File: src/hw/ext_int_pkg.sv
// package: register map, field layout and carrier types of the external interrupt latch
package ext_int_pkg;
  // byte offsets on the wishbone slave
  localparam logic [3:0] STATUS_CONTROL_OFS = 4'h0;
  localparam logic [3:0] EVENT_STATUS_OFS   = 4'h4;
  localparam logic [3:0] EVENT_MASK_OFS     = 4'h8;
  localparam logic [3:0] VECTOR_OFS         = 4'hC;
  // status and control field positions
  localparam int MODE_BIT    = 0;
  localparam int MASK_BIT    = 1;
  localparam int ACK_BIT     = 2;
  localparam int PENDING_BIT = 3;
  // event status field positions
  localparam int EV_LATCH_BIT = 0;
  localparam int EV_CLEAR_BIT = 1;
  localparam int EV_COUNT     = 2;
  // vector locations
  localparam logic [15:0] VECTOR_HI_ADDR = 16'hFFFA;
  localparam logic [15:0] VECTOR_LO_ADDR = 16'hFFFB;
  // reset values
  localparam logic        MODE_RST  = 1'b0;
  localparam logic        MASK_RST  = 1'b0;
  localparam logic [31:0] DATA_ZERO = 32'h0000_0000;

  typedef struct packed {
    logic        cyc;
    logic        stb;
    logic        we;
    logic [3:0]  adr;
    logic [3:0]  sel;
    logic [31:0] dat;
  } wb_req_t;

  typedef struct packed {
    logic        mode;
    logic        mask;
    logic        latch;
  } ctrl_t;
endpackage

File: src/hw/pin_edge_detect.sv
// falling edge detector for the active low interrupt pin
`timescale 1ns/1ps
module pin_edge_detect
  import ext_int_pkg::*;
(
  input  wire logic core_clk,      // bus clock
  input  wire logic sys_rst,       // synchronous reset, high
  input  wire logic pinLevel,      // pin, sampled synchronously
  output logic      pinPrev,       // registered pin sample
  output logic      fallEdge       // high-to-low seen this cycle
);
  typedef struct packed {
    logic prev;
  } edge_state_t;

  edge_state_t st_q;
  edge_state_t st_d;

  always_comb begin
    st_d.prev = pinLevel;
  end

  always_ff @(posedge core_clk) begin
    if (sys_rst) begin
      // track the pin so a low held through reset is no edge
      st_q.prev <= pinLevel;
    end else begin
      st_q <= st_d;
    end
  end

  assign pinPrev  = st_q.prev;
  assign fallEdge = st_q.prev & ~pinLevel;

  chk_edge_from_sample: assert property (@(posedge core_clk) disable iff (sys_rst)
    fallEdge |-> $past(pinLevel) && !pinLevel)
    else $error("falling edge without high then low sample");
endmodule

File: src/hw/event_irq.sv
// sticky event flags with mask and one level interrupt
`timescale 1ns/1ps
module event_irq
  import ext_int_pkg::*;
#(
  parameter int N = EV_COUNT
)
(
  input  wire logic         core_clk,    // bus clock
  input  wire logic         sys_rst,     // synchronous reset, high
  input  wire logic [N-1:0] eventIn,     // one-cycle event pulses
  input  wire logic [N-1:0] clearOnes,   // write one to clear
  input  wire logic         maskWe,      // mask write strobe
  input  wire logic [N-1:0] maskData,    // new mask value
  output logic [N-1:0]      statusQ,     // sticky flags
  output logic [N-1:0]      maskQ,       // mask, one enables
  output logic              eventIrq     // level interrupt
);
  typedef struct packed {
    logic [N-1:0] status;
    logic [N-1:0] mask;
  } ev_state_t;

  ev_state_t    st_q;
  ev_state_t    st_d;
  logic [N-1:0] statusNext;

  // set wins over clear, per bit
  genvar i;
  for (i = 0; i < N; i++) begin : g_bit
    assign statusNext[i] = eventIn[i] | (st_q.status[i] & ~clearOnes[i]);
  end

  always_comb begin
    st_d        = st_q;
    st_d.status = statusNext;
    if (maskWe) begin
      st_d.mask = maskData;
    end
  end

  always_ff @(posedge core_clk) begin
    if (sys_rst) begin
      st_q <= '0;
    end else begin
      st_q <= st_d;
    end
  end

  assign statusQ  = st_q.status;
  assign maskQ    = st_q.mask;
  assign eventIrq = |(st_q.status & st_q.mask);

  chk_event_set_wins: assert property (@(posedge core_clk) disable iff (sys_rst)
    |eventIn |=> |statusQ)
    else $error("event pulse did not set status");
endmodule

File: src/hw/external_interrupt_latch.sv
// external interrupt latch with wishbone status and control registers
//
// Local design decisions: the register addresses and the Wishbone slave port.
`timescale 1ns/1ps
// Overview of operation
// - a falling edge, or low level in level mode, sets the request latch
// - a vector fetch acknowledge clears the latch
// - writing one to the acknowledge bit clears the latch, break permitting
// - reset clears the latch and sensitivity bit even with pin low
// - edge mode: only falling edges set; any acknowledge clears at once
// - level mode: pending while pin low; clears after acknowledge and pin high
// - mask bit at one withholds the request from priority logic
// - pending flag reads the latch state regardless of mask
// - a falling edge after an acknowledge latches a fresh request
// - serviced request vectors through locations FFFA and FFFB
// - acknowledge bit is write-only, reads zero, reset clears it
// - sensitivity bit is read-write: zero edge, one edge plus level
// - break blocks acknowledge writes unless clear-enable; clears persist
module external_interrupt_latch
  import ext_int_pkg::*;
(
  input  wire logic        core_clk,           // bus clock, 10 MHz
  input  wire logic        sys_rst,            // synchronous reset, high
  input  wire logic        wb_cyc_i,           // wishbone cycle
  input  wire logic        wb_stb_i,           // wishbone strobe
  input  wire logic        wb_we_i,            // wishbone write
  input  wire logic [3:0]  wb_adr_i,           // wishbone byte address
  input  wire logic [3:0]  wb_sel_i,           // wishbone byte selects
  input  wire logic [31:0] wb_dat_i,           // wishbone write data
  output logic [31:0]      wb_dat_o,           // wishbone read data
  output logic             wb_ack_o,           // wishbone acknowledge
  output logic             wb_err_o,           // unmapped address answer
  input  wire logic        ext_int_pin_n,      // interrupt pin, low active
  input  wire logic        vectorFetch,        // cpu fetching this vector
  input  wire logic        breakState,         // cpu in break state
  input  wire logic        break_clear_enable, // allows clears during break
  output logic             cpuIrqReq,          // request to priority logic
  output logic [15:0]      vectorHiAddr,       // vector high byte location
  output logic [15:0]      vectorLoAddr,       // vector low byte location
  output logic             eventIrq            // event interrupt, level
);
  typedef struct packed {
    ctrl_t       ctrl;
    logic        held;
    logic        ack;
    logic        err;
    logic [31:0] rdata;
  } top_state_t;

  top_state_t st_q;
  top_state_t st_d;

  logic       pinPrev;
  logic       fallEdge;
  logic [1:0] evStatus;
  logic [1:0] evMask;
  logic [1:0] evPulse;
  logic [1:0] evClear;
  logic       maskWe;
  logic       req;
  logic       wrAccess;
  logic       swAck;
  logic       anyAck;
  logic       setReq;
  logic       mapped;
  logic       heldNext;
  logic       levelLow;
  logic       latchNext;

  pin_edge_detect u_edge (
    .core_clk (core_clk),
    .sys_rst  (sys_rst),
    .pinLevel (ext_int_pin_n),
    .pinPrev  (pinPrev),
    .fallEdge (fallEdge)
  );

  assign req      = wb_cyc_i & wb_stb_i & ~st_q.ack & ~st_q.err;
  assign wrAccess = req & wb_we_i & wb_sel_i[0];
  assign mapped   = (wb_adr_i == STATUS_CONTROL_OFS) | (wb_adr_i == EVENT_STATUS_OFS)
                  | (wb_adr_i == EVENT_MASK_OFS) | (wb_adr_i == VECTOR_OFS);

  // software acknowledge, gated during break
  assign swAck  = wrAccess & (wb_adr_i == STATUS_CONTROL_OFS) & wb_dat_i[ACK_BIT]
                & (~breakState | break_clear_enable);
  assign anyAck = swAck | vectorFetch;

  // edge latch keeps an acknowledge given while the pin is still low
  assign levelLow  = st_q.ctrl.mode & ~ext_int_pin_n;
  assign setReq    = fallEdge | levelLow;
  assign heldNext  = fallEdge | (st_q.held & ~anyAck);
  assign latchNext = heldNext | levelLow;

  always_comb begin
    st_d       = st_q;
    st_d.ack   = req & mapped;
    st_d.err   = req & ~mapped;
    st_d.rdata = DATA_ZERO;
    // a new edge outranks a coincident acknowledge
    st_d.held       = heldNext;
    st_d.ctrl.latch = latchNext;
    if (wrAccess && wb_adr_i == STATUS_CONTROL_OFS) begin
      st_d.ctrl.mode = wb_dat_i[MODE_BIT];
      st_d.ctrl.mask = wb_dat_i[MASK_BIT];
    end
    if (req && !wb_we_i) begin
      unique case (wb_adr_i)
        STATUS_CONTROL_OFS: begin
          // acknowledge bit always reads zero
          st_d.rdata[MODE_BIT]    = st_q.ctrl.mode;
          st_d.rdata[MASK_BIT]    = st_q.ctrl.mask;
          st_d.rdata[PENDING_BIT] = st_q.ctrl.latch;
        end
        EVENT_STATUS_OFS: st_d.rdata[1:0] = evStatus;
        EVENT_MASK_OFS:   st_d.rdata[1:0] = evMask;
        VECTOR_OFS:       st_d.rdata = {VECTOR_HI_ADDR, VECTOR_LO_ADDR};
        default:          st_d.rdata = DATA_ZERO;
      endcase
    end
  end

  always_ff @(posedge core_clk) begin
    if (sys_rst) begin
      st_q.ctrl.mode  <= MODE_RST;
      st_q.ctrl.mask  <= MASK_RST;
      st_q.ctrl.latch <= 1'b0;
      st_q.held       <= 1'b0;
      st_q.ack        <= 1'b0;
      st_q.err        <= 1'b0;
      st_q.rdata      <= DATA_ZERO;
    end else begin
      st_q <= st_d;
    end
  end

  assign evPulse[EV_LATCH_BIT] = latchNext & ~st_q.ctrl.latch;
  assign evPulse[EV_CLEAR_BIT] = ~latchNext & st_q.ctrl.latch;
  assign evClear = (wrAccess && wb_adr_i == EVENT_STATUS_OFS) ? wb_dat_i[1:0] : 2'h0;
  assign maskWe  = wrAccess & (wb_adr_i == EVENT_MASK_OFS);

  event_irq #(.N(EV_COUNT)) u_evt (
    .core_clk  (core_clk),
    .sys_rst   (sys_rst),
    .eventIn   (evPulse),
    .clearOnes (evClear),
    .maskWe    (maskWe),
    .maskData  (wb_dat_i[1:0]),
    .statusQ   (evStatus),
    .maskQ     (evMask),
    .eventIrq  (eventIrq)
  );

  assign cpuIrqReq    = st_q.ctrl.latch & ~st_q.ctrl.mask;
  assign vectorHiAddr = VECTOR_HI_ADDR;
  assign vectorLoAddr = VECTOR_LO_ADDR;
  assign wb_ack_o     = st_q.ack;
  assign wb_err_o     = st_q.err;
  assign wb_dat_o     = st_q.rdata;

  chk_edge_sets_latch: assert property (@(posedge core_clk) disable iff (sys_rst)
    fallEdge |=> st_q.ctrl.latch)
    else $error("falling edge did not latch");
  chk_vector_clears: assert property (@(posedge core_clk) disable iff (sys_rst)
    vectorFetch && !setReq |=> !st_q.ctrl.latch)
    else $error("vector fetch did not clear latch");
  chk_soft_ack_clear: assert property (@(posedge core_clk) disable iff (sys_rst)
    swAck && !setReq |=> !st_q.ctrl.latch)
    else $error("software acknowledge did not clear latch");
  chk_reset_clears: assert property (@(posedge core_clk)
    sys_rst |=> !st_q.ctrl.latch && !st_q.ctrl.mode && !st_q.ctrl.mask)
    else $error("reset left control state set");
  chk_edge_mode_hold: assert property (@(posedge core_clk) disable iff (sys_rst)
    !st_q.ctrl.mode && !fallEdge && !st_q.ctrl.latch |=> !st_q.ctrl.latch)
    else $error("edge mode latched without edge");
  chk_level_pending: assert property (@(posedge core_clk) disable iff (sys_rst)
    st_q.ctrl.mode && !ext_int_pin_n |=> st_q.ctrl.latch)
    else $error("level mode dropped request with pin low");
  chk_mask_gates: assert property (@(posedge core_clk) disable iff (sys_rst)
    wrAccess && wb_adr_i == STATUS_CONTROL_OFS && wb_dat_i[MASK_BIT] |=> !cpuIrqReq)
    else $error("request not gated by mask");
  chk_ack_reads_zero: assert property (@(posedge core_clk) disable iff (sys_rst)
    wb_ack_o |-> !wb_dat_o[ACK_BIT])
    else $error("acknowledge bit read as one");
  chk_break_blocks: assert property (@(posedge core_clk) disable iff (sys_rst)
    breakState && !break_clear_enable && !vectorFetch && st_q.held
    |=> st_q.held)
    else $error("latch cleared during protected break");
  chk_level_release: assert property (@(posedge core_clk) disable iff (sys_rst)
    st_q.ctrl.mode && !st_q.held && ext_int_pin_n |=> !st_q.ctrl.latch)
    else $error("level request stayed after acknowledge and pin high");
  chk_pending_flag: assert property (@(posedge core_clk) disable iff (sys_rst)
    wb_ack_o && $past(wb_adr_i) == STATUS_CONTROL_OFS && !$past(wb_we_i)
    |-> wb_dat_o[PENDING_BIT] == $past(st_q.ctrl.latch))
    else $error("pending flag mismatch");
endmodule

File: config.mk
export PLATFORM = sky130hd
export DESIGN_NAME = external_interrupt_latch
export DESIGN_NICKNAME = d
export VERILOG_FILES = /design/src/hw/ext_int_pkg.sv /design/src/hw/pin_edge_detect.sv /design/src/hw/event_irq.sv /design/src/hw/external_interrupt_latch.sv
export SDC_FILE = /design/constraint.sdc
export NUM_CORES = 1
export LEC_CHECK = 0
export ABC_CLOCK_PERIOD_IN_PS = 1600
export BUFFER_PORTS_ARGS = -buffer_cell sky130_fd_sc_hd__buf_2
export CORE_ASPECT_RATIO = 0.75
export CORE_MARGIN = 2
export CORE_UTILIZATION = 35
export DETAILED_ROUTE_END_ITERATION = 10
export GPL_ROUTABILITY_DRIVEN = 0
export PLACE_DENSITY = 0.85
export SLEW_MARGIN = 30
export SYNTH_ARGS = -nofsm -noshare
export SYNTH_HDL_FRONTEND = slang
export SYNTH_SLANG_ARGS = --single-unit
File: constraint.sdc
create_clock -name core_clk -period 1.6 [get_ports core_clk]
set_clock_uncertainty 0.05 [all_clocks]
set_input_delay 0.32 -clock core_clk [delete_from_list [all_inputs] [get_ports core_clk]]
set_output_delay 0.32 -clock core_clk [all_outputs]
set_load 0.005 [all_outputs]
; ---- Yosys cells after proc, flatten, opt, wreduce, memory -nomap -nowiden
; Index checks and enable logic that the tools add are counted.
[classes]
muxes = 4
reduce_logical = 7
n_mul = 0
n_lt_le_gt_ge = 0
div_mod_pow = 0
addsub = 0
n_bitwise = 41
n_eq_ne = 3
n_shift = 0
[op_table]
columns = op, count
row1 = two-way mux 28 bit, 1
row2 = bitwise AND 1 bit, 19
row3 = NOT 1 bit, 12
row4 = OR 1 bit, 9
row5 = == test 4 bit (second input constant), 2
row6 = case mux 2 bit (4 select lines), 1
row7 = == test 4 x 3 -> 1 bit (second input constant), 1
row8 = logical NOT 4 bit, 1
row9 = OR reduction 2 bit, 2
row10 = logical AND 1 bit, 3
row11 = bitwise AND 2 bit, 1
row12 = two-way mux 2 bit, 1
row13 = case mux 1 bit (2 select lines), 1
row14 = logical NOT 1 bit, 1
[totals]
romBits = 0
mem_bits_rw = 0
output_inout_bits = 68
memories = 0
wordCells = 66
latchBits = 0
ff_bits = 43
inputBits = 49

; ---- Depth between registers and ports, before layout
; Gate-level depths: netlist (run 1).
[logic_depth]
ltp_word = 16
ltp_mapped = 5
mapped_depth_nobuf = 4

; ---- Modules after synthesis
; Synthesis (run 1) repeated with hierarchy kept, for this count alone.
[hier_totals]
hier_cells = 129
hier_area_um2 = 1126.1
[modules_own_cells]
columns = mod, area_per_inst_um2, instances, cells_per_inst
row1 = external_interrupt_latch, 945.9, 1, 112
row2 = event_irq, 146.4, 1, 15
row3 = pin_edge_detect, 33.8, 1, 2

; ---- Worst setup path after synthesis (run 1)
; OpenSTA, ideal clock, no wires.
[synth_timing]
path_kind = flip-flop to flip-flop
startpoint = register st_q, in the netlist wb_err_o
endpoint = register st_q, in the netlist wb_dat_o[3]
setup_time_ns = 0.066
synth_period_minus_slack_ns = 1.368
arrival_ns = 1.251
required_time_ns = 1.484
path_buffers = 0
slack_ns = 0.232
stages_incl_launch_ff = 5
path_cell_list = dfxtp_1 > and4bb_2 > nand2_2 > or4_4 > a21oi_2
[synth_between]
elab_chain_cells = 5
[synth_lines]
columns = element, line_no
row1 = "start, declared", external_interrupt_latch.sv:50  ; top_state_t st_q;
row2 = "start signal, assigned", external_interrupt_latch.sv:132  ; st_q <= st_d;
row3 = NOT 1 bit, external_interrupt_latch.sv:78  ; assign req = wb_cyc_i & wb_stb_i & ~st_q.ack & ~st_q.err;
row4 = bitwise AND 1 bit, external_interrupt_latch.sv:78
row5 = logical AND 1 bit, external_interrupt_latch.sv:106  ; if (req && !wb_we_i) begin
row6 = NOT 1 bit (no source line), -
row7 = OR reduction 2 bit (no source line), -
; Every way passes these cells.
; A chain may end at the register's enable or synchronous reset.

; ---- Worst setup path in the final report (run 1)
; Same ends and word-level chain as after synthesis.

==> impl_metrics.py, run 1 <==
metrics = {
    "cells_and_area": {
        "layout-drive-gt1-share_pct": 41.0,
        "final_net_count": 211,
        "antenna_cells_inserted": 0,
        "area.growth.synth_to_final_pct": 1.76,
        "fillers": 306,
        "finish.cell_count_without_fillers": 199,
    },
    "die": {
        "chipWidth_um": 69.8,
        "fp.dieArea_um2": 3720,
        "core_area_um2": 3020,
        "chipHeight_um": 53.3,
        "floorplan.initialDensity_pct": 37.6,
        "rows": 17,
        "top_level_ports": 117,
    },
    "setup_path": {
        "arrival_ns": 1.52,
        "critical_path_required_ns": 1.73,
        "setup.worst_path.end_class": "flip-flop",
        "timing.critical_path.fanout_max": 4,
        "max_stage_delay_ns": 0.44,
        "category_of_the_critical_setup_timing_path": "reg -> reg",
        "crit_path_cell_trace": "and4bb_2, nand2_2, or4_4, a21oi_2",
        "critical_path.slowest_cell": "or4_4",
        "regToRegStartpoint": "wb_err_o$_SDFF_PP0_",
        "r2r_cells": 4,
        "critical_path.startpoint_type": "flip-flop",
        "regToRegEndpoint": "wb_dat_o[3]$_SDFF_PP0_",
        "timing.reg2reg.setup_slack_ns": 0.21,
    },
    "timing": {
        "setup-violations-final": 0,
        "setup_slack_after_layout_ns": 0.209,
        "max_freq_ghz": 0.719,
        "fin_setup_tns_ns": 0,
        "period_minus_slack_ns": 1.39,
        "finalHoldViolations": 0,
        "whs_ns": 0.155,
        "ratio_of_final_minimum_period_to_clock_period_pct": 86.9,
        "slew_viol_final": 0,
        "grt_setup_unrepaired": "false",
    },
    "cts": {
        "cts.reportedPaths.clkPinSlew_ns": 0.06,
        "clock_insertion_delay_worst_skew_ns": 0.24,
        "cts-buffers-inserted": 3,
        "clock_tree.buffer_depth": 2,
        "postCtsSetupRepairBufs": 0,
        "cts-hold-fix-buffers": 0,
        "tritoncts_clock_tree": "built",
        "cts_max_level": 1,
        "post_cts.resized_instances": 0,
        "buffer_type_at_the_clock_tree_root": "clkbuf_8",
        "number_of_sinks_driven_by_the_clock_tree": 15,
    },
    "drt": {
        "vias_after_detailed_routing": 795,
        "firstDrtPassIters": 4,
        "routed_wl_mm": 1.87,
        "avgViaCountPerCell": 3.99,
        "remaining_drc_errors": 0,
        "drt_first_iter_violations": 17,
        "antenna_nets_post_route": 0,
        "wl_per_cell_um": 9.41,
    },
    "logic_synthesis": {
        "syn_area_um2": 1130,
        "post_synth_inst_count": 135,
        "synth.yosys.seq_area_share_pct": 26.5,
        "postSynthRegisterBits": 15,
        "post_synth.cell_area_avg_um2": 8.41,
        "ys.warnings.count": 0,
        "ys_types": 27,
    },
    "grt": {
        "number_of_antenna_violations_at_the_first_check_in_global_routing": 0,
        "grt_overflow_total": 0,
        "grt_most_used_layer": "met2",
        "grt_start_max_net_pins": 27,
        "first_global_vias": 632,
        "grt.total_usage_pct": 9.46,
        "grt.met2_usage_pct": 16.7,
        "grt_util_met3_pct": 3.43,
        "global_route_wire_length_before_repair_mm": 2.73,
        "grt.met1_usage_pct": 11.3,
    },
    "pwr": {
        "power.static_leakage_nw": 0.670,
        "ir_worst_vdd_v": 0.000545,
        "power_density_nw_per_um2": 695,
    },
    "run": {
        "drv_cap": 0,
    },
    "place": {
        "placed_cells": 195,
        "numPortBuffers": 49,
        "detailed_place_hpwl_mm": 1.53,
        "dp_slack_ns": 0.126,
    },
    "hold_path": {
        "timing.hold.worst_endpoint": "u_edge.pinPrev$_DFF_P_",
        "timing.hold.worst.start": "ext_int_pin_n",
        "type_of_the_tightest_min_delay_check": "in -> reg",
        "number_of_stages_on_the_worst_hold_path": 1,
    },
    "outcome": {
        "outcome": "finished, final reports clean",
    },
}
[cell families (layout without fill, tap and decap cells)]
| group | count (synthesis) | count (layout) | synth area share [%] |
|---|---|---|---|
| buffers and inverters | 67 | 60 | 43.3 |
| and+or+nand+nor | 34 | 34 | 16.6 |
| DFF | 15 | 15 | 26.5 |
| AOI/OAI and AO/OA | 11 | 11 | 7.39 |
| muxes | 6 | 6 | 5.51 |
| other | 2 | 35 | 0.662 |
[state kept, by name, indices dropped and copies added (netlist names)]
name            count
st_q                4
wb_dat_o            4
u_evt.maskQ         2
u_evt.statusQ       2
u_edge.pinPrev      1
wb_ack_o            1
wb_err_o            1
[cell type report]
class | instances | area (um2) | area share (%)
clock buffer | 3 | 41.3 | 3.58
clock inverter | 1 | 5.00 | 0.433
inverter | 1 | 3.75 | 0.325
multi-input combinational | 86 | 467 | 40.4
sequential | 15 | 300 | 26.0
tap | 38 | 47.5 | 4.12
timing repair buffer | 55 | 290 | 25.1
[report_power, final]
group	total (mW)	internal (mW)	switching [mW]	leakage [nW]
Sequential	0.394	0.386	0.00862	0.122
Combinational	0.111	0.0480	0.0629	0.523
Clock	0.298	0.172	0.126	0.0255
[Yosys cell counts]
library cell | count | area share, %
a21oi_1 | 1 | 0.44
a21boi_0 | 1 | 0.66
inv_1 | 1 | 0.33
nor2_1 | 12 | 4.0
nand4b_1 | 1 | 0.77
mux2_2 | 2 | 2.0
nand2b_1 | 3 | 1.7
and4bb_2 | 2 | 2.2
nor3_1 | 1 | 0.44
nand2_2 | 1 | 0.55
nor2b_1 | 5 | 2.8
a211oi_1 | 1 | 0.66
nand4_1 | 2 | 1.1
o2bb2ai_1 | 1 | 0.77
mux2i_1 | 4 | 3.5
dfxtp_1 | 15 | 26
or4_4 | 1 | 0.99
a32o_1 | 1 | 0.88
a21oi_2 | 1 | 0.77
nand2_1 | 4 | 1.3
nand3_1 | 2 | 0.88
clkbuf_1 | 2 | 0.66
buf_4 | 64 | 42
o22ai_1 | 2 | 1.1
conb_1 | 2 | 0.66
o31ai_1 | 2 | 1.3
a22o_1 | 1 | 0.77
[metal layers]
layer / part of all wire, % / up-vias
met3: 9.5 / 0
met1: 42 / 348
met5: 0 / -
met2: 48 / 50
li1: - / 397
met4: 0 / 0
[through the flow]
step / total power, mW / cell area, um2 / utilization [%]
2_1_floorplan: 0.527 / 1260 / -
5_1_grt: 0.853 / 1150 / 38.2
6_report: 0.803 / 1150 / 38.2
3_5_place_dp: 0.510 / 1110 / 36.7
4_1_cts: 0.816 / 1150 / 38.2
3_3_place_gp: 0.508 / 1110 / 36.7
[worst max-delay path: cells and delay by family (launching register included)]
kind | cells | cell delay (ns)
simple gates | 3 | 0.84
compound gates | 1 | 0.12
flops | 1 | 0.30
[placed cells by master (no fill, tap or decap), drive strengths merged, types with 2 or more instances in the layout]
master  count
o31ai       2
clkbuf      3
mux2i       4
o22ai       2
and4bb      2
nor2b       5
dfxtp      15
a21oi       2
mux2        2
nand2       5
nor2       12
buf        55
conb       35
nand3       2
nand4       2
nand2b      3
[worst max path at each step]
stage               depth (start not counted)  slack, ns                 from                          end
global placement                            6       0.14          wb_adr_i[0]  u_evt.statusQ[1]$_SDFF_PP0_
global route                                5       0.06  wb_ack_o$_SDFF_PP0_  u_evt.statusQ[1]$_SDFF_PP0_
floorplan                                   4       0.23  wb_err_o$_SDFF_PP0_       wb_dat_o[3]$_SDFF_PP0_
finish                                      4       0.21  wb_err_o$_SDFF_PP0_       wb_dat_o[3]$_SDFF_PP0_
CTS                                         4       0.19  wb_err_o$_SDFF_PP0_       wb_dat_o[0]$_SDFF_PP0_
detailed placement                          6       0.13          wb_adr_i[0]  u_evt.statusQ[1]$_SDFF_PP0_
No activity file was read; power rests on OpenSTA's default activity.
==> run 2, diff against run 1 <==
--- a/config.mk
+++ b/config.mk
@@ -7,12 +7,14 @@
 export LEC_CHECK = 0
 export ABC_CLOCK_PERIOD_IN_PS = 1600
 export BUFFER_PORTS_ARGS = -buffer_cell sky130_fd_sc_hd__buf_2
+export CELL_PAD_IN_SITES_DETAIL_PLACEMENT = 0
+export CELL_PAD_IN_SITES_GLOBAL_PLACEMENT = 1
 export CORE_ASPECT_RATIO = 0.75
 export CORE_MARGIN = 2
-export CORE_UTILIZATION = 35
+export CORE_UTILIZATION = 22
 export DETAILED_ROUTE_END_ITERATION = 10
 export GPL_ROUTABILITY_DRIVEN = 0
-export PLACE_DENSITY = 0.85
+export PLACE_DENSITY = 0.83
 export SLEW_MARGIN = 30
 export SYNTH_ARGS = -nofsm -noshare
 export SYNTH_HDL_FRONTEND = slang
==> run 2 against run 1 <==
  * Critical path depth is the same
  * Largest cell class unchanged
  * Count of clock-buffer cells in the layout up 1
  * Highest routed layer is now met4
  * Sequential share of layout area decreased by 0.42 points
  * Final cell count up 11%
  * First-iteration DRC count rose by 18%
  * Via count grew 0.50%
  * Routed wire length is 8.7% higher
  * Register-to-register slack is essentially flat
  * Sequential power barely moved
==> impl_metrics.py, run 2 (synthesis gave the netlist of run 1 again) <==
metrics = {
    "place": {
        "placed_cells": 216,
        "dp_slack_ns": 0.114,
        "detailed_place_hpwl_mm": 1.72,
        "numPortBuffers": 49,
    },
    "die": {
        "fp.dieArea_um2": 5750,
        "chipHeight_um": 66.2,
        "floorplan.initialDensity_pct": 23.0,
        "top_level_ports": 117,
        "chipWidth_um": 86.9,
        "rows": 22,
        "core_area_um2": 4930,
    },
    "setup_path": {
        "max_stage_delay_ns": 0.45,
        "r2r_cells": 4,
        "worstSetupPathDepth": 4,
        "setup.worst_path.end_class": "flip-flop",
        "critical_path.startpoint_type": "flip-flop",
        "crit_path_cell_trace": "and4bb_2, nand2_2, or4_4, nor2_1",
        "timing.critical_path.fanout_max": 4,
        "critPathTopFamily": "simple AND/OR/NAND/NOR gates",
        "category_of_the_critical_setup_timing_path": "reg -> reg",
        "cp.buffers_inverters": 0,
        "critical_path_required_ns": 1.73,
        "arrival_ns": 1.53,
        "critical_path.slowest_cell": "or4_4",
    },
    "pwr": {
        "power_mw": 0.806,
        "power_frac_comb_pct": 13.7,
        "power.static_leakage_nw": 0.662,
        "power.net_switching_mw": 0.198,
        "power_density_nw_per_um2": 687,
        "swShare_pct": 24.5,
        "seqPwrFrac_pct": 48.9,
        "ir_worst_vdd_v": 0.000339,
        "power.share.clock_pct": 37.4,
        "cellInternalPower_mw": 0.609,
    },
    "cts": {
        "cts-hold-fix-buffers": 0,
        "clock_tree.buffer_depth": 2,
        "cts.reportedPaths.clkPinSlew_ns": 0.06,
        "postCtsSetupRepairBufs": 0,
        "post_cts.resized_instances": 0,
        "clock_insertion_delay_worst_skew_ns": 0.24,
        "buffer_type_at_the_clock_tree_root": "clkbuf_8",
        "cts-buffers-inserted": 3,
        "tritoncts_clock_tree": "built",
        "number_of_sinks_driven_by_the_clock_tree": 15,
        "cts_max_level": 1,
    },
    "hold_path": {
        "type_of_the_tightest_min_delay_check": "in -> reg",
        "number_of_stages_on_the_worst_hold_path": 1,
    },
    "cells_and_area": {
        "mostFrequentLayoutCells": "buf_2 (49), conb_1 (35), dfxtp_1 (15), nor2_1 (12)",
        "layout-drive-gt1-share_pct": 40.0,
        "finish.cell_count_without_fillers": 220,
        "antenna_cells_inserted": 0,
        "area.growth.synth_to_final_pct": 3.42,
        "fillers": 545,
        "final_common_cell": "buf_2",
        "final_net_count": 210,
    },
    "drt": {
        "avgViaCountPerCell": 3.63,
        "vias_after_detailed_routing": 799,
        "antenna_nets_post_route": 0,
        "routed_wl_mm": 2.03,
        "remaining_drc_errors": 0,
        "drt_first_iter_violations": 20,
        "firstDrtPassIters": 4,
        "wl_per_cell_um": 9.25,
    },
    "timing": {
        "setup-violations-final": 0,
        "ratio_of_final_minimum_period_to_clock_period_pct": 87.6,
        "max_freq_ghz": 0.714,
        "period_minus_slack_ns": 1.40,
        "setup_slack_after_layout_ns": 0.199,
        "finalHoldViolations": 0,
        "fin_setup_tns_ns": 0,
        "slew_viol_final": 0,
        "grt_setup_unrepaired": "false",
    },
    "grt": {
        "grt_overflow_total": 0,
        "grt_most_used_layer": "met1",
        "grt.total_usage_pct": 6.78,
        "grt_util_met3_pct": 2.75,
        "grt.met1_usage_pct": 9.44,
        "grt_start_max_net_pins": 20,
        "first_global_vias": 574,
        "number_of_antenna_violations_at_the_first_check_in_global_routing": 0,
        "grt.met2_usage_pct": 9.26,
        "global_route_wire_length_before_repair_mm": 2.90,
    },
    "run": {
        "drv_cap": 0,
    },
    "outcome": {
        "outcome": "finished, final reports clean",
    },
}
[run 2: changes by cell type in the layout (fill, tap and decap cells not counted), sizes merged]
cell,before,now
buf,55,54
clkbuf,3,4
clkinv,1,0
[run 2: path summary, 6_finish.rpt]
path	slack, ns	from	endpoint
setup / recovery	0.20	wb_err_o$_SDFF_PP0_	wb_dat_o[0]$_SDFF_PP0_
hold / removal	0.15	ext_int_pin_n	u_edge.pinPrev$_DFF_P_
setup reg to reg	0.20	wb_err_o$_SDFF_PP0_	wb_dat_o[0]$_SDFF_PP0_
hold reg to reg	0.44	u_edge.pinPrev$_DFF_P_	st_q[34]$_SDFF_PP0_
[run 2: layout make-up]
cell class                      count  area [um2]  area share [%]
Multi-Input combinational cell     86         467            39.8
Sequential cell                    15         300            25.6
Timing Repair Buffer               54         283            24.1
Clock buffer                        4        45.0            3.84
Inverter                            1        3.75           0.320
Tap cell                           60        75.1            6.40
[run 2: layer usage]
layer  wire (um)  share of wire [%]
met1         959                 47
met2         867                 43
met3         195                9.6
met4          11               0.54
met5           0                  0
[run 2: power groups by stage]
stage	registers, mW	clock network, mW	logic (mW)
6_report	0.394	0.302	0.111
2_1_floorplan	0.399	0	0.128
5_1_grt	0.395	0.333	0.126
3_5_place_dp	0.402	0	0.109
3_3_place_gp	0.401	0	0.108
4_1_cts	0.394	0.314	0.109
[run 2: stage by stage]
step | util [%] | hold WS [ns] | cell area, um2
6_report | 23.8 | 0.153 | 1170
5_1_grt | 23.8 | 0.147 | 1170
4_1_cts | 23.8 | 0.146 | 1170
3_5_place_dp | 22.9 | 0.404 | 1130
3_3_place_gp | 22.9 | 0.405 | 1130
2_1_floorplan | - | 0.298 | 1260
==> run 3, diff against run 2 <==
--- a/config.mk
+++ b/config.mk
@@ -15,7 +15,7 @@
 export DETAILED_ROUTE_END_ITERATION = 10
 export GPL_ROUTABILITY_DRIVEN = 0
 export PLACE_DENSITY = 0.83
-export SLEW_MARGIN = 30
+export SLEW_MARGIN = 0
 export SYNTH_ARGS = -nofsm -noshare
 export SYNTH_HDL_FRONTEND = slang
 export SYNTH_SLANG_ARGS = --single-unit
==> constraint.sdc (replaced) <==
create_clock -name core_clk -period 1.6 [get_ports core_clk]
set_clock_uncertainty 0.05 [all_clocks]
set_input_delay 0.08 -clock core_clk [delete_from_list [all_inputs] [get_ports core_clk]]
set_output_delay 0.08 -clock core_clk [all_outputs]
set_load 0.005 [all_outputs]
==> run 3 against run 2 <==
  * Global-route usage grew 0.10 points
  * Routed wire length shrank 2.3%
  * Sequential share of layout area shrank 0.11 points
  * Maximum frequency shrank 7.9%
  * Register-to-register slack lost 0.12 ns
  * Final cell count shrank 0.45%
  * Die area is the same
==> impl_metrics.py, run 3 (synthesis gave the netlist of run 1 again) <==
metrics = {
    "cts": {
        "cts.reportedPaths.clkPinSlew_ns": 0.06,
        "buffer_type_at_the_clock_tree_root": "clkbuf_8",
        "clock_insertion_delay_worst_skew_ns": 0.25,
        "cts_max_level": 1,
        "number_of_sinks_driven_by_the_clock_tree": 15,
        "clock_tree.buffer_depth": 2,
        "postCtsSetupRepairBufs": 0,
        "cts-buffers-inserted": 3,
        "tritoncts_clock_tree": "built",
    },
    "cells_and_area": {
        "final_common_cell": "buf_2",
        "post-route-util_pct": 23.9,
        "antenna_cells_inserted": 0,
        "finish.cell_count_without_fillers": 219,
        "mostFrequentLayoutCells": "buf_2 (49), conb_1 (35), dfxtp_1 (15), nor2_1 (12), nor2b_1 (5)",
        "layout-drive-gt1-share_pct": 38.4,
        "area.growth.synth_to_final_pct": 3.86,
        "final_net_count": 209,
    },
    "pwr": {
        "ir_worst_vdd_v": 0.000280,
        "power_mw": 0.810,
        "power_density_nw_per_um2": 687,
        "power.static_leakage_nw": 0.658,
    },
    "setup_path": {
        "critical_path.slowest_cell": "dlygate4sd3_1",
        "r2r_cells": 4,
        "worst_setup_path_startpoint": "wb_err_o$_SDFF_PP0_",
        "critical_path_required_ns": 1.74,
        "max_stage_delay_ns": 0.55,
        "category_of_the_critical_setup_timing_path": "reg -> reg",
        "arrival_ns": 1.66,
        "regToRegEndpoint": "wb_ack_o$_SDFF_PP0_",
        "crit_path_cell_trace": "and4bb_2, nand2_2, nor3_1, dlygate4sd3_1",
        "timing.reg2reg.setup_slack_ns": 0.08,
        "regToRegStartpoint": "wb_err_o$_SDFF_PP0_",
        "critical_path.startpoint_type": "flip-flop",
        "timing.critical_path.fanout_max": 3,
        "setup.worst_path.end_class": "flip-flop",
    },
    "die": {
        "rows": 22,
        "chipHeight_um": 66.2,
        "core_area_um2": 4930,
        "top_level_ports": 117,
        "chipWidth_um": 86.9,
        "floorplan.initialDensity_pct": 23.0,
        "fp.dieArea_um2": 5750,
    },
    "hold_path": {
        "type_of_the_tightest_min_delay_check": "in -> reg",
        "timing.hold.worst.start": "wb_adr_i[0]",
        "number_of_stages_on_the_worst_hold_path": 3,
        "timing.hold.worst_endpoint": "wb_err_o$_SDFF_PP0_",
    },
    "drt": {
        "vias_after_detailed_routing": 798,
        "drt_first_iter_violations": 25,
        "wl_per_cell_um": 9.07,
        "firstDrtPassIters": 2,
        "remaining_drc_errors": 0,
        "routed_wl_mm": 1.99,
        "avgViaCountPerCell": 3.64,
        "antenna_nets_post_route": 0,
    },
    "timing": {
        "grt_setup_unrepaired": "false",
        "worst_slew_pin_slew_ns": 0.578,
        "whs_ns": 0.0335,
        "ratio_of_final_minimum_period_to_clock_period_pct": 95.1,
        "setup-violations-final": 0,
        "period_minus_slack_ns": 1.52,
        "fin_setup_tns_ns": 0,
        "finalHoldViolations": 0,
        "slew-limit-headroom_pct": 61.4,
        "max_freq_ghz": 0.657,
        "slew_viol_final": 0,
    },
    "place": {
        "placed_cells": 212,
        "detailed_place_hpwl_mm": 1.65,
        "numPortBuffers": 49,
    },
    "grt": {
        "global_route_wire_length_before_repair_mm": 2.98,
        "first_global_vias": 591,
        "number_of_antenna_violations_at_the_first_check_in_global_routing": 0,
        "grt.total_usage_pct": 6.88,
        "grt_start_max_net_pins": 27,
        "grt_overflow_total": 0,
    },
    "run": {
        "drv_cap": 0,
    },
    "outcome": {
        "outcome": "finished, final reports clean",
    },
}
## run 3: stage by stage
step | setup slack (ns) | cell area (um2)
floorplan | 0.232 | 1260
global placement | 0.141 | 1100
detailed placement | 0.107 | 1100
CTS | 0.0560 | 1170
global route | 0.0127 | 1180
finish | 0.0789 | 1180
## run 3: final cells by class
cell class / instances / area [um2]
repair buffers: 53 / 283
inverters: 1 / 3.75
well taps: 60 / 75.1
multi-input cells: 86 / 472
flip-flops and latches: 15 / 300
fillers: 550 / 3750
clock buffers: 4 / 45.0
## run 3: how the worst max path moves through the flow
stage	to
final	wb_ack_o$_SDFF_PP0_
after CTS	wb_ack_o$_SDFF_PP0_
after detailed placement	u_evt.statusQ[1]$_SDFF_PP0_
after global routing	wb_ack_o$_SDFF_PP0_
after global placement	u_evt.statusQ[1]$_SDFF_PP0_
after floorplan	wb_dat_o[3]$_SDFF_PP0_
## run 3: worst max-delay path, delay by kind of cell, from the launching register on
family	cells	cell delay [ns]
buffers and inverters	1	0.55
DFF	1	0.31
and+or+nand+nor	3	0.54
## run 3: timing repair
| action | 4_1_cts | 5_1_grt |
|---|---|---|
| endpoints found under the setup margin | 0 | 2 |
| hold buffers | 3 | 0 |
| resized for setup | 0 | 1 |
| endpoints found under the hold margin | 2 | 0 |
## run 3: where the power goes
group / leakage (nW) / internal [mW] / switching, mW / total, mW
sequential: 0.122 / 0.385 / 0.00851 / 0.394
clock: 0.0228 / 0.176 / 0.130 / 0.306
combinational: 0.513 / 0.0461 / 0.0635 / 0.110
total: 0.658 / 0.608 / 0.202 / 0.810
## run 3: metal layers
metal / up-vias / GRT usage (%) / share of wire [%]
met1: 357 / 9.71 / 47
met3: 3 / 3.12 / 9.1
met4: 0 / 1.76 / 0.50
li1: 393 / - / -
met5: - / 0 / 0
met2: 45 / 9.26 / 43
